## src/include/drg_consts.svh

```systemverilog
// Timing counts, encodings and reset values for the DRAM glue block.
// Assumes a single system clock; all counts are in clk_sys periods.
`ifndef DRG_CONSTS_SVH
`define DRG_CONSTS_SVH

// Cycles before data acknowledge in a normal access (one wait state)
`define DRG_WAIT_CYC 3'h1
// Forced refresh length with zero-wait select high
`define DRG_REF_CYC 3'h3
// Row strobe precharge between accesses, in periods
`define DRG_PRECH_CYC 2'h2
// Row strobe length before early end in column-strobe variant
`define DRG_EARLY_END_CYC 3'h2
// Controller mode lines {two, one, zero}
`define DRG_MODE_ACCESS 3'h5
`define DRG_MODE_REFRESH 3'h0
// Synchroniser reset value: request line and zero-wait idle high
`define DRG_PIN_RST 4'h3
// Bit positions inside the synchronised pin vector
`define DRG_PIN_RFREQ 0
`define DRG_PIN_ZWAIT 1
`define DRG_PIN_CASV 2
`define DRG_PIN_ILV 3

`endif

```

## src/include/drg_pkg.sv

```systemverilog
// Types shared by the DRAM glue top and its byte lane generator.
// Assumes drg_consts.svh sits in the same include directory.
package drg_pkg;

  // ----------------------------------------------------------------
  // Sequencer states, one-hot
  // ----------------------------------------------------------------
  typedef enum logic [3:0] {
    ST_IDLE = 4'h1,
    ST_ACC  = 4'h2,
    ST_TAIL = 4'h4,
    ST_REF  = 4'h8
  } drg_state_t;

  // ----------------------------------------------------------------
  // Signal groups
  // ----------------------------------------------------------------
  // Host processor bus, synchronous to clk_sys
  typedef struct packed {
    logic       cs_n;
    logic       as_n;
    logic       ds_n;
    logic       read;
    logic       bank_bit;
    logic [3:0] lane_sel;
  } drg_host_t;

  // Lines toward the DRAM controller
  typedef struct packed {
    logic row_strobe_request_n;
    logic refresh_command_n;
    logic mode_select_two;
    logic mode_select_one;
    logic mode_select_zero;
  } drg_dram_t;

  // Per-byte strobes toward the DRAM array
  typedef struct packed {
    logic [3:0] write_enable_n;
    logic [3:0] col_strobe_n;
  } drg_lane_t;

endpackage

```

## src/logic/drg_glue.sv

```systemverilog
// Access and refresh sequencer between a 32-bit host and a DRAM controller.
// Assumes host bus is on clk_sys; controller and strap pins are asynchronous.
`timescale 1ns/100ps
`include "drg_consts.svh"

// What this block does
// - Access starts only with chip select and address strobe both low.
// - Write-enable variant makes four byte write enables from strobe and R/W.
// - Column-strobe variant makes four byte column strobes instead.
// - Column-strobe variant ends row strobe request early; latches keep data.
// - No hidden refresh is ever performed.
// - Low refresh request with no access gives refresh command, mode 0.
// - Refresh request during an access waits until access ends.
// - Access during refresh waits through refresh and precharge, then runs.
// - Zero-wait input sets refresh length; tie refresh to it to shorten.
// - Interleaving: same bank back to back waits for precharge.
// - Column-strobe variant guarantees precharge by ending row strobe early.
// - Without interleaving the previous bank input is free for other use.
// - Row strobe falls when refresh high, stage two low, strobe low.
// - Mode lines show 5 for accesses, 0 for forced refreshes.
// - All memory control signals produced by this block.
// - One wait state in every access by default.
// - Zero-wait low shortens forced refresh by one clock.
// - Spacing gives two precharge periods after accesses and refreshes alike.
module drg_glue (
  input wire logic clk_sys,
  input wire logic reset,
  input wire logic clk_en,
  input drg_pkg::drg_host_t host,
  input wire logic refresh_request_line,
  input wire logic zero_wait_select,
  input wire logic lane_mode_cas,
  input wire logic interleave_en,
  output drg_pkg::drg_dram_t dram_ctl,
  output drg_pkg::drg_lane_t lanes,
  output logic data_ack_n,
  output logic previous_bank_flag
);
  import drg_pkg::*;

  // ----------------------------------------------------------------
  // Declarations
  // ----------------------------------------------------------------
  logic [3:0] pin_meta_reg;
  logic [3:0] pin_sync_reg;
  drg_state_t state_reg;
  logic [2:0] cyc_reg;
  logic [1:0] spacing_cnt_reg;
  drg_dram_t dram_reg;
  logic data_ack_n_reg;
  logic prev_bank_reg;
  logic last_ref_reg;
  logic ref_req;
  logic zero_wait_hi;
  logic cas_mode;
  logic ilv;
  logic acc_req;
  logic spacing_delay;
  logic bank_ok;
  logic go_acc;
  logic go_ref;
  logic acc_done;
  logic early_end;
  logic ref_end;
  logic row_release;
  logic [2:0] ref_last;
  logic active;

  // ----------------------------------------------------------------
  // Pin synchronisers
  // ----------------------------------------------------------------
  // Controller request and straps come from other clocks
  always_ff @(posedge clk_sys or posedge reset) begin
    if (reset) begin
      pin_meta_reg <= `DRG_PIN_RST;
      pin_sync_reg <= `DRG_PIN_RST;
    end else if (clk_en) begin
      pin_meta_reg <= {interleave_en, lane_mode_cas, zero_wait_select,
        refresh_request_line};
      pin_sync_reg <= pin_meta_reg;
    end
  end

  // ----------------------------------------------------------------
  // Arbitration terms
  // ----------------------------------------------------------------
  // Previous bank only matters with interleaving; otherwise unused
  assign ref_req = !pin_sync_reg[`DRG_PIN_RFREQ];
  assign zero_wait_hi = pin_sync_reg[`DRG_PIN_ZWAIT];
  assign cas_mode = pin_sync_reg[`DRG_PIN_CASV];
  assign ilv = pin_sync_reg[`DRG_PIN_ILV];
  assign acc_req = !host.cs_n && !host.as_n;
  assign spacing_delay = (spacing_cnt_reg != 2'h0);
  assign bank_ok = ilv && !last_ref_reg &&
    (host.bank_bit != prev_bank_reg);
  // Access wins a tie, so a refresh starting in the same cycle never stretches the host cycle
  assign go_acc = (state_reg == ST_IDLE) && acc_req &&
    (!spacing_delay || bank_ok);
  assign go_ref = (state_reg == ST_IDLE) && !acc_req && ref_req &&
    !spacing_delay;
  assign acc_done = ((state_reg == ST_ACC) || (state_reg == ST_TAIL)) &&
    host.as_n;
  assign early_end = (state_reg == ST_ACC) && cas_mode &&
    (cyc_reg == `DRG_EARLY_END_CYC - 3'h1);
  assign ref_last = zero_wait_hi ? `DRG_REF_CYC - 3'h1 :
    `DRG_REF_CYC - 3'h2;
  assign ref_end = (state_reg == ST_REF) && (cyc_reg >= ref_last);
  assign row_release = ((state_reg == ST_ACC) && (acc_done || early_end))
    || ref_end;
  assign active = (state_reg == ST_ACC) || (state_reg == ST_TAIL);

  // ----------------------------------------------------------------
  // Sequencer
  // ----------------------------------------------------------------
  // Refresh only starts from idle, so no hidden refresh exists
  always_ff @(posedge clk_sys or posedge reset) begin
    if (reset) begin
      state_reg <= ST_IDLE;
      cyc_reg <= 3'h0;
    end else if (clk_en) begin
      case (state_reg)
        ST_IDLE: begin
          cyc_reg <= 3'h0;
          if (go_acc) begin
            state_reg <= ST_ACC;
          end else if (go_ref) begin
            state_reg <= ST_REF;
          end
        end
        ST_ACC: begin
          if (cyc_reg != 3'h7) begin
            cyc_reg <= cyc_reg + 3'h1;
          end
          if (acc_done) begin
            state_reg <= ST_IDLE;
          end else if (early_end) begin
            state_reg <= ST_TAIL;
          end
        end
        ST_TAIL: begin
          if (acc_done) begin
            state_reg <= ST_IDLE;
          end
        end
        ST_REF: begin
          cyc_reg <= cyc_reg + 3'h1;
          if (ref_end) begin
            state_reg <= ST_IDLE;
          end
        end
        default: begin
          state_reg <= ST_IDLE;
          cyc_reg <= 3'h0;
        end
      endcase
    end
  end

  // ----------------------------------------------------------------
  // Controller lines
  // ----------------------------------------------------------------
  // Mode lines rest at access mode so an access never waits for them
  always_ff @(posedge clk_sys or posedge reset) begin
    if (reset) begin
      dram_reg <= {2'b11, `DRG_MODE_ACCESS};
    end else if (clk_en) begin
      if (go_acc) begin
        dram_reg.row_strobe_request_n <= 1'b0;
      end else if (go_ref) begin
        dram_reg.row_strobe_request_n <= 1'b0;
        dram_reg.refresh_command_n <= 1'b0;
        {dram_reg.mode_select_two, dram_reg.mode_select_one,
          dram_reg.mode_select_zero} <= `DRG_MODE_REFRESH;
      end else if (row_release) begin
        dram_reg.row_strobe_request_n <= 1'b1;
        dram_reg.refresh_command_n <= 1'b1;
        {dram_reg.mode_select_two, dram_reg.mode_select_one,
          dram_reg.mode_select_zero} <= `DRG_MODE_ACCESS;
      end
    end
  end

  // ----------------------------------------------------------------
  // Precharge spacing and bank memory
  // ----------------------------------------------------------------
  // Loaded on every row strobe release, refresh included
  always_ff @(posedge clk_sys or posedge reset) begin
    if (reset) begin
      spacing_cnt_reg <= 2'h0;
    end else if (clk_en) begin
      if (row_release) begin
        spacing_cnt_reg <= `DRG_PRECH_CYC;
      end else if (spacing_delay) begin
        spacing_cnt_reg <= spacing_cnt_reg - 2'h1;
      end
    end
  end

  // Bank of the last access; a refresh hits every bank
  always_ff @(posedge clk_sys or posedge reset) begin
    if (reset) begin
      prev_bank_reg <= 1'b0;
      last_ref_reg <= 1'b1;
    end else if (clk_en) begin
      if (go_acc) begin
        prev_bank_reg <= host.bank_bit;
        last_ref_reg <= 1'b0;
      end else if (go_ref) begin
        last_ref_reg <= 1'b1;
      end
    end
  end

  // ----------------------------------------------------------------
  // Data acknowledge
  // ----------------------------------------------------------------
  // Held until address strobe ends; never given during refresh
  always_ff @(posedge clk_sys or posedge reset) begin
    if (reset) begin
      data_ack_n_reg <= 1'b1;
    end else if (clk_en) begin
      if (acc_done) begin
        data_ack_n_reg <= 1'b1;
      end else if (go_acc && !zero_wait_hi) begin
        data_ack_n_reg <= 1'b0;
      end else if ((state_reg == ST_ACC) &&
                   (cyc_reg == `DRG_WAIT_CYC - 3'h1)) begin
        data_ack_n_reg <= 1'b0;
      end
    end
  end

  // ----------------------------------------------------------------
  // Byte lanes and outputs
  // ----------------------------------------------------------------
  drg_lane_gen u_lane (
    .clk_sys(clk_sys),
    .reset(reset),
    .clk_en(clk_en),
    .host(host),
    .active(active),
    .cas_mode(cas_mode),
    .lanes(lanes)
  );

  assign dram_ctl = dram_reg;
  assign data_ack_n = data_ack_n_reg;
  assign previous_bank_flag = prev_bank_reg;
endmodule

```

## src/logic/drg_lane_gen.sv

```systemverilog
// Byte lane write enables or byte column strobes for a 32-bit word.
// Assumes host signals are on clk_sys and active comes from the sequencer.
`timescale 1ns/100ps

module drg_lane_gen (
  input wire logic clk_sys,
  input wire logic reset,
  input wire logic clk_en,
  input drg_pkg::drg_host_t host,
  input wire logic active,
  input wire logic cas_mode,
  output drg_pkg::drg_lane_t lanes
);
  import drg_pkg::*;

  drg_lane_t lanes_reg;

  // ----------------------------------------------------------------
  // One flop pair per byte lane
  // ----------------------------------------------------------------
  genvar i;
  generate
    for (i = 0; i < 4; i++) begin : g_lane
      // Data strobe qualifies both kinds; the other kind stays high
      always_ff @(posedge clk_sys or posedge reset) begin
        if (reset) begin
          lanes_reg.write_enable_n[i] <= 1'b1;
          lanes_reg.col_strobe_n[i] <= 1'b1;
        end else if (clk_en) begin
          lanes_reg.write_enable_n[i] <= !(active && !host.ds_n &&
            !host.read && host.lane_sel[i] && !cas_mode);
          lanes_reg.col_strobe_n[i] <= !(active && !host.ds_n &&
            host.lane_sel[i] && cas_mode);
        end
      end
    end
  endgenerate

  assign lanes = lanes_reg;
endmodule

```

## config.mk

```make
export PLATFORM = sky130hd
export DESIGN_NAME = drg_glue
export DESIGN_NICKNAME = d
export VERILOG_FILES = /design/src/include/drg_pkg.sv /design/src/logic/drg_glue.sv /design/src/logic/drg_lane_gen.sv
export VERILOG_INCLUDE_DIRS = /design/src /design/src/include
export SDC_FILE = /design/constraint.sdc
export NUM_CORES = 1
export LEC_CHECK = 0
export ABC_AREA = 0
export BUFFER_PORTS_ARGS = -buffer_cell sky130_fd_sc_hd__buf_2
export CAP_MARGIN = 20
export CORE_MARGIN = 1
export CORE_UTILIZATION = 45
export DETAILED_ROUTE_END_ITERATION = 12
export PLACE_DENSITY = 0.7
export SLEW_MARGIN = 10
export SYNTH_ARGS = -nofsm -noshare
export SYNTH_HDL_FRONTEND = slang
export SYNTH_HIERARCHICAL = 1
export SYNTH_SLANG_ARGS = --single-unit
```

## constraint.sdc

```tcl
create_clock -name clk_sys -period 1.9 [get_ports clk_sys]
set_input_delay 0.475 -clock clk_sys [delete_from_list [all_inputs] [get_ports clk_sys]]
set_output_delay 0.475 -clock clk_sys [all_outputs]
set_load 0.05 [all_outputs]
```

# [Word level (Yosys, flattened, before mapping)]
# Cells that the tools add are included.
[word_totals] register_bits=33 in_bits=16 out_inout_bits=15 elab_cells=128
[op_classes] addsub=2 order_cmp=1 eq_ne=12 mux=20 n_bitwise=2 n_reduce_logical=70
[op_table] cell="logical AND 1 bit" count=33
[op_table] cell="2-to-1 mux 4 bit" count=6
[op_table] cell="logical NOT 1 bit" count=18
[op_table] cell="case mux 4 bit (4 select lines)" count=1
[op_table] cell="2-to-1 mux 5 bit" count=2
[op_table] cell="AND reduction 2 bit" count=5
[op_table] cell="inequality test 3 bit (second input constant)" count=3
[op_table] cell="case mux 3 bit (3 select lines)" count=1
[op_table] cell="nonzero test 2 bit" count=4
[op_table] cell="2-to-1 mux 1 bit" count=6
[op_table] cell="2-to-1 mux 2 bit" count=3
[op_table] cell="AND reduction 3 bit" count=2
[op_table] cell="nonzero test 3 bit" count=2
[op_table] cell="AND reduction 5 bit" count=1
[op_table] cell="equality test 4 x 1 -> 1 bit (second input constant)" count=1
[op_table] cell="equality test 4 x 2 -> 1 bit (second input constant)" count=1
[op_table] cell="equality test 4 x 3 -> 1 bit (second input constant)" count=1
[op_table] cell="equality test 4 bit (second input constant)" count=1
[op_table] cell="logical OR 1 bit" count=4
[op_table] cell="inequality test 2 bit (second input constant)" count=2
[op_table] cell="adder 3 x 1 -> 3 bit (second input constant)" count=1
[op_table] cell="equality test 3 x 1 -> 1 bit (second input constant)" count=1
[op_table] cell="greater-or-equal comparator 3 x 2 -> 1 bit" count=1
[op_table] cell="logical NOT 3 bit" count=1
[op_table] cell="other kinds (5)" count=6

# [Longest topological paths before layout]
[logic_depth] ltp_word=9 depth_mapped=7 depth_no_buf=7

# [Cells and area by module]
# Netlist, hierarchy kept.
[by_module_without_submodules] mod="drg_glue" n_inst=1 cells_per_inst=115 area_per_inst_um2=1226.2 seq_area_each_um2=561.8
[by_module_without_submodules] mod="drg_lane_gen" n_inst=1 cells_per_inst=29 area_per_inst_um2=345.3 seq_area_each_um2=210.2

# [Least setup slack after synthesis]
# OpenSTA, ideal clock, no wires.
[synth_path] path_kind="register to register" start="register pin_sync_reg[1]" end="register state_reg[2]" setup_ps=125 t_arrival_ps=1842 t_required_ps=1775 setup_slack_ps=-67 stages_incl_launch_ff=8 n_path_buf=0 period_less_slack_ps=1967 cell_sequence="dfstp_2 inv_1 ha_1 nand2b_1 a211o_1 o221ai_2 a21oi_2 mux2_4"
[synth_between] elab_chain_len=5
[synth_rtl] item="start: declaration" line_no="drg_glue.sv:45" text="logic [3:0] pin_sync_reg;"
[synth_rtl] item="start signal: assignment" line_no="drg_glue.sv:76" text="pin_sync_reg <= `DRG_PIN_RST;"
[synth_rtl] item="start signal: assignment" line_no="drg_glue.sv:80" text="pin_sync_reg <= pin_meta_reg;"
[synth_rtl] item="2-to-1 mux 2 bit" line_no="drg_glue.sv:105" text="assign ref_last = zero_wait_hi ? `DRG_REF_CYC - 3'h1 :"
[synth_rtl] item="greater-or-equal comparator 3 x 2 -> 1 bit" line_no="drg_glue.sv:107" text="assign ref_end = (state_reg == ST_REF) && (cyc_reg >= ref_last);"
[synth_rtl] item="logical AND 1 bit" line_no="drg_glue.sv:107"
[synth_rtl] item="inequality test 2 bit (no source line)"
[synth_rtl] item="AND reduction 5 bit (no source line)"
[synth_rtl] item="end signal: assignment" line_no="drg_glue.sv:118" text="state_reg <= ST_IDLE;"
[synth_rtl] item="end signal: assignment" line_no="drg_glue.sv:125" text="state_reg <= ST_ACC;"
[synth_rtl] item="end signal: assignment" line_no="drg_glue.sv:127" text="state_reg <= ST_REF;"
[synth_rtl] item="end: declaration" line_no="drg_glue.sv:46" text="drg_state_t state_reg;"
# Every way passes these cells.
# A chain may end at the register's enable or synchronous reset.

# [Worst setup path in the final report]
# Ends and elaborated chain as after synthesis.

==> results by stage <==
Logic synthesis:
- Averaged over all synthesized cells, the footprint is approximately 11 um2.
- Synthesis instantiated 45 different standard cells from the library.
- The compound-gate portion of the synthesized area is 0.150.
- The cell count after synthesis is approximately 140.
- Counting flops with an async set or reset pin after synthesis yields a share of 1.00.
- The post-synthesis sequential area ratio is 0.491.
- The most used flip-flop cell after synthesis is sky130_fd_sc_hd__dfstp_2.
- The xor/xnor share of the synthesized area is 0.0111.
- The dominant cell type by area after synthesis is sky130_fd_sc_hd__dfstp_2.
- In this run, synthesis produced a sequential element count of 30.
- The mux contribution to synthesized area is 0.0669.
- Of the total synthesized cell area, the portion taken by full adders, half adders and majority gates is 0.0557.
- By area, the combinational part of the netlist is dominated by simple AND/OR/NAND/NOR gates.
- In the post-synthesis netlist, the biggest area contributors are sky130_fd_sc_hd__dfstp_2 (28%), sky130_fd_sc_hd__dfrtp_1 (21%), sky130_fd_sc_hd__mux2_2 (5.7%).
- Synthesis produced a netlist with a net count of roughly 170.
- The cell area that synthesis handed to floorplanning was between 0.0015 and 0.002 mm2.
- The number of warnings printed during yosys synthesis is 6.
- The number of enable-type register cells in the synthesized netlist is 0.
- The share of synthesized area in the top cell type comes to 0.284.
- The simple-gate portion of the synthesized area is 0.162.

Global routing:
- The number of global-route vias before repair is between 1,000 and 1,500.
- The leftover overflow at the end of global routing is 0.
- The global-route wire length before repair is around 5300 um.
- The number of antenna violations at the first check in global routing is 0.
- The global-route usage over all layers is 0.199.
- The maximum number of pins on one net before global-route repair is 23.

Drt:
- The number of vias after detailed routing is 1,212.
- The routed length per instance is approximately 14 um.
- The first-pass detailed-route iteration total is 4.
- After detailed routing, the total wire length is between 3000 and 4000 um.
- The DRC violation total after the first TritonRoute iteration is 47.
- The detailed-route DRC error count is 0.
- The number of nets with antenna violations after routing is 0.
- Dividing the detail-routed via count by the number of cells gives around 5.2.

Clock tree:
- The clock buffer count from CTS is 5.
- The clock tree from TritonCTS is built.
- The clock-pin slew reported for the worst setup and hold paths after clock tree synthesis is about 0.090 ns.
- The clock latency on the worst-skew pair is roughly 0.33 ns.
- For this design, the sink count on the clock tree is 30.
- The number of H-tree branching levels is 2.
- The clock root buffer master is sky130_fd_sc_hd__clkbuf_4.
- The maximum buffer depth of the clock tree is 2.

Layout:
- The area of all placed cells without fillers is around 0.0020 mm2.
- For this run, the post-layout net count is 208.
- The top cell types in the final layout, fill and taps aside, are sky130_fd_sc_hd__buf_2 (29), sky130_fd_sc_hd__dfstp_2 (17), sky130_fd_sc_hd__dfrtp_1 (13), sky130_fd_sc_hd__nor2_1 (12), sky130_fd_sc_hd__buf_4 (12).
- The register with the most flip-flops in the layout has 8 of them.
- The count of antenna diodes in the layout is 0.
- The area added between synthesis and finish is 24.3%.
- Of the cells placed in the final design, the portion with a size suffix greater than 1 is 0.486.
- The most common cell after layout, fill and taps aside is sky130_fd_sc_hd__buf_2.

Floorplanning:
- In this run the vertical extent of the chip is approximately 60 um.
- The number of top-level pins is 31.
- The placeable core region is around 0.0033 mm2.
- The die covers 0.00373 mm2.
- The initial standard-cell utilization of the core is 0.471.
- The floorplan has 21 rows.
- Measured along the x axis, the die boundary spans 61.1 um.

Timing:
- The number of hold violations in the final report was 0.
- The max-slew violation total from the final report is 0.
- Summed over all failing endpoints, the final setup total negative slack is -0.00467 ns.
- The worst clock skew on the final layout is 0.0108 ns.
- Setup repair after global routing could not meet its margin everywhere.
- The peak clock frequency supported by timing is between 0.5 and 0.6 GHz.
- The setup slack of the critical path after layout is -0.00467 ns.
- The worst path in the final design needs a cycle of 1.90 ns, including I/O delays and setup.
- Of the available clock period, the critical path in the final layout requires 1.00.
- Setup violations remaining at the end of the flow were counted as 1.

Critical path:
- In this run the critical register-to-register path is launched from pin_sync_reg[1].
- The signal arrival time at the worst endpoint is around 2.1 ns.
- The startpoint-to-endpoint class of the critical path is flip-flop to flip-flop.
- The endpoint identified for the worst register-to-register timing path is state_reg[2].
- The worst register-to-register path has a depth of 7.
- The kind of start point of the critical path is a flip-flop.
- Data on the critical path is required at its endpoint by about 2.1 ns.
- In this run the worst setup path begins at pin_sync_reg[1].
- The element type at the critical path end is a flip-flop.
- The most critical setup path has its endpoint at state_reg[2].
- The minimum setup slack among reg-to-reg paths is -0.005 ns.
- Of all nets on the critical path, the largest fanout is 3.

Pwr:
- Summed over all cells, the static leakage comes to around 0.87 nW.
- The cell area power density is roughly 1100 mW/mm2.
- The largest vdd supply drop is roughly 590 uV.

Min path:
- In this run the worst hold path is classified as input pin to asynchronous set/reset pin.

Placed design:
- In this run the tool buffered the top-level ports with 29 buffer cells.
- Detailed placement finished with a half-perimeter wire length of 2400 um.
- Routability-driven placement finished with a final weighted congestion of between 0.8 and 0.9.
- The placed standard-cell area is roughly 0.0018 mm2.
- At the placement stage, the worst setup path has a slack of -0.163 ns.

Job:
- Across the run, the number of max-cap violations was 0.

Status:
- The final reports fail on setup timing.
- The flow ran to the end, but the final reports show violations.
==> metal layers <==
layer / vias to the layer above / part of all wire / global-route usage
met2: 35 / 0.52 / 0.356
li1: 586 / - / -
met3: 9 / 0.042 / 0.0462
met4: 0 / 0.028 / 0.127
met1: 582 / 0.41 / 0.210
met5: - / 0 / 0
==> stage by stage <==
stage | utilization | total power [W] | std cells | hold WS [ns]
floorplan | - | 0.00139 | 144 | 0.445
global placement | 0.544 | 0.00152 | 223 | 0.462
detailed placement | 0.544 | 0.00154 | 223 | 0.458
CTS | 0.577 | 0.00209 | 231 | 0.173
global route | 0.585 | 0.00221 | 231 | 0.197
finish | 0.585 | 0.00209 | 231 | 0.176
==> timing repair <==
action,in CTS,in global routing
endpoints found under the setup margin,8,7
pin swaps,4,2
hold buffers,0,0
gates resized for setup,4,5
buffers inserted,1,0
==> layout make-up <==
type | count | area (um2)
multi-input combinational | 95 | 759
fill | 321 | 1380
inverter | 12 | 47.5
clock buffer | 6 | 51.3
tap | 46 | 57.6
timing repair buffer | 41 | 235
sequential | 30 | 772
clock inverter | 1 | 30.0
==> cell usage after synthesis (2+ instances only) <==
library cell	instances
sky130_fd_sc_hd__nand3_1	2
sky130_fd_sc_hd__clkbuf_1	2
sky130_fd_sc_hd__buf_4	4
sky130_fd_sc_hd__a22oi_1	2
sky130_fd_sc_hd__and2b_1	2
sky130_fd_sc_hd__a21oi_1	3
sky130_fd_sc_hd__nand2b_1	2
sky130_fd_sc_hd__a31oi_1	9
sky130_fd_sc_hd__dfrtp_1	13
sky130_fd_sc_hd__nor3_1	2
sky130_fd_sc_hd__nor2_1	12
sky130_fd_sc_hd__inv_1	12
sky130_fd_sc_hd__dfstp_2	17
sky130_fd_sc_hd__nor3b_1	2
sky130_fd_sc_hd__o21a_1	2
sky130_fd_sc_hd__mux2_2	8
sky130_fd_sc_hd__o21ai_0	8
sky130_fd_sc_hd__nand2_1	9
sky130_fd_sc_hd__ha_1	7
==> worst max-delay path: stages (launching register included) <==
cell and delay, ns:
sky130_fd_sc_hd__dfstp_2 0.56, sky130_fd_sc_hd__inv_4 0.05, sky130_fd_sc_hd__ha_4 0.20, sky130_fd_sc_hd__nand2b_4 0.14, sky130_fd_sc_hd__a211o_1 0.26, sky130_fd_sc_hd__o221ai_2 0.21
sky130_fd_sc_hd__a21oi_2 0.07, sky130_fd_sc_hd__mux2_4 0.30
==> worst min path at each step <==
stage	cells past startpoint	slack [ns]	endpoint	from
global placement	2	0.46	last_ref_reg	last_ref_reg
CTS	3	0.17	pin_sync_reg[2]	reset
detailed placement	2	0.46	last_ref_reg	last_ref_reg
floorplan	2	0.45	last_ref_reg	last_ref_reg
finish	3	0.18	previous_bank_flag	reset
global route	3	0.20	state_reg[1]	reset
==> kinds of logic after synthesis <==
family	count (synthesis)
compound gates	34
xor+xnor	2
fa+ha+maj	7
buf+inv	19
flops	30
mux	9
other cells	1
simple gates	42
==> power by group <==
group | internal [W] | switching [W]
Combinational | 0.000256 | 0.000436
Clock | 0.000306 | 0.000215
Sequential | 0.000786 | 0.0000855
Total | 0.00135 | 0.000737
Note: power is estimated with default switching activity, not from simulation.
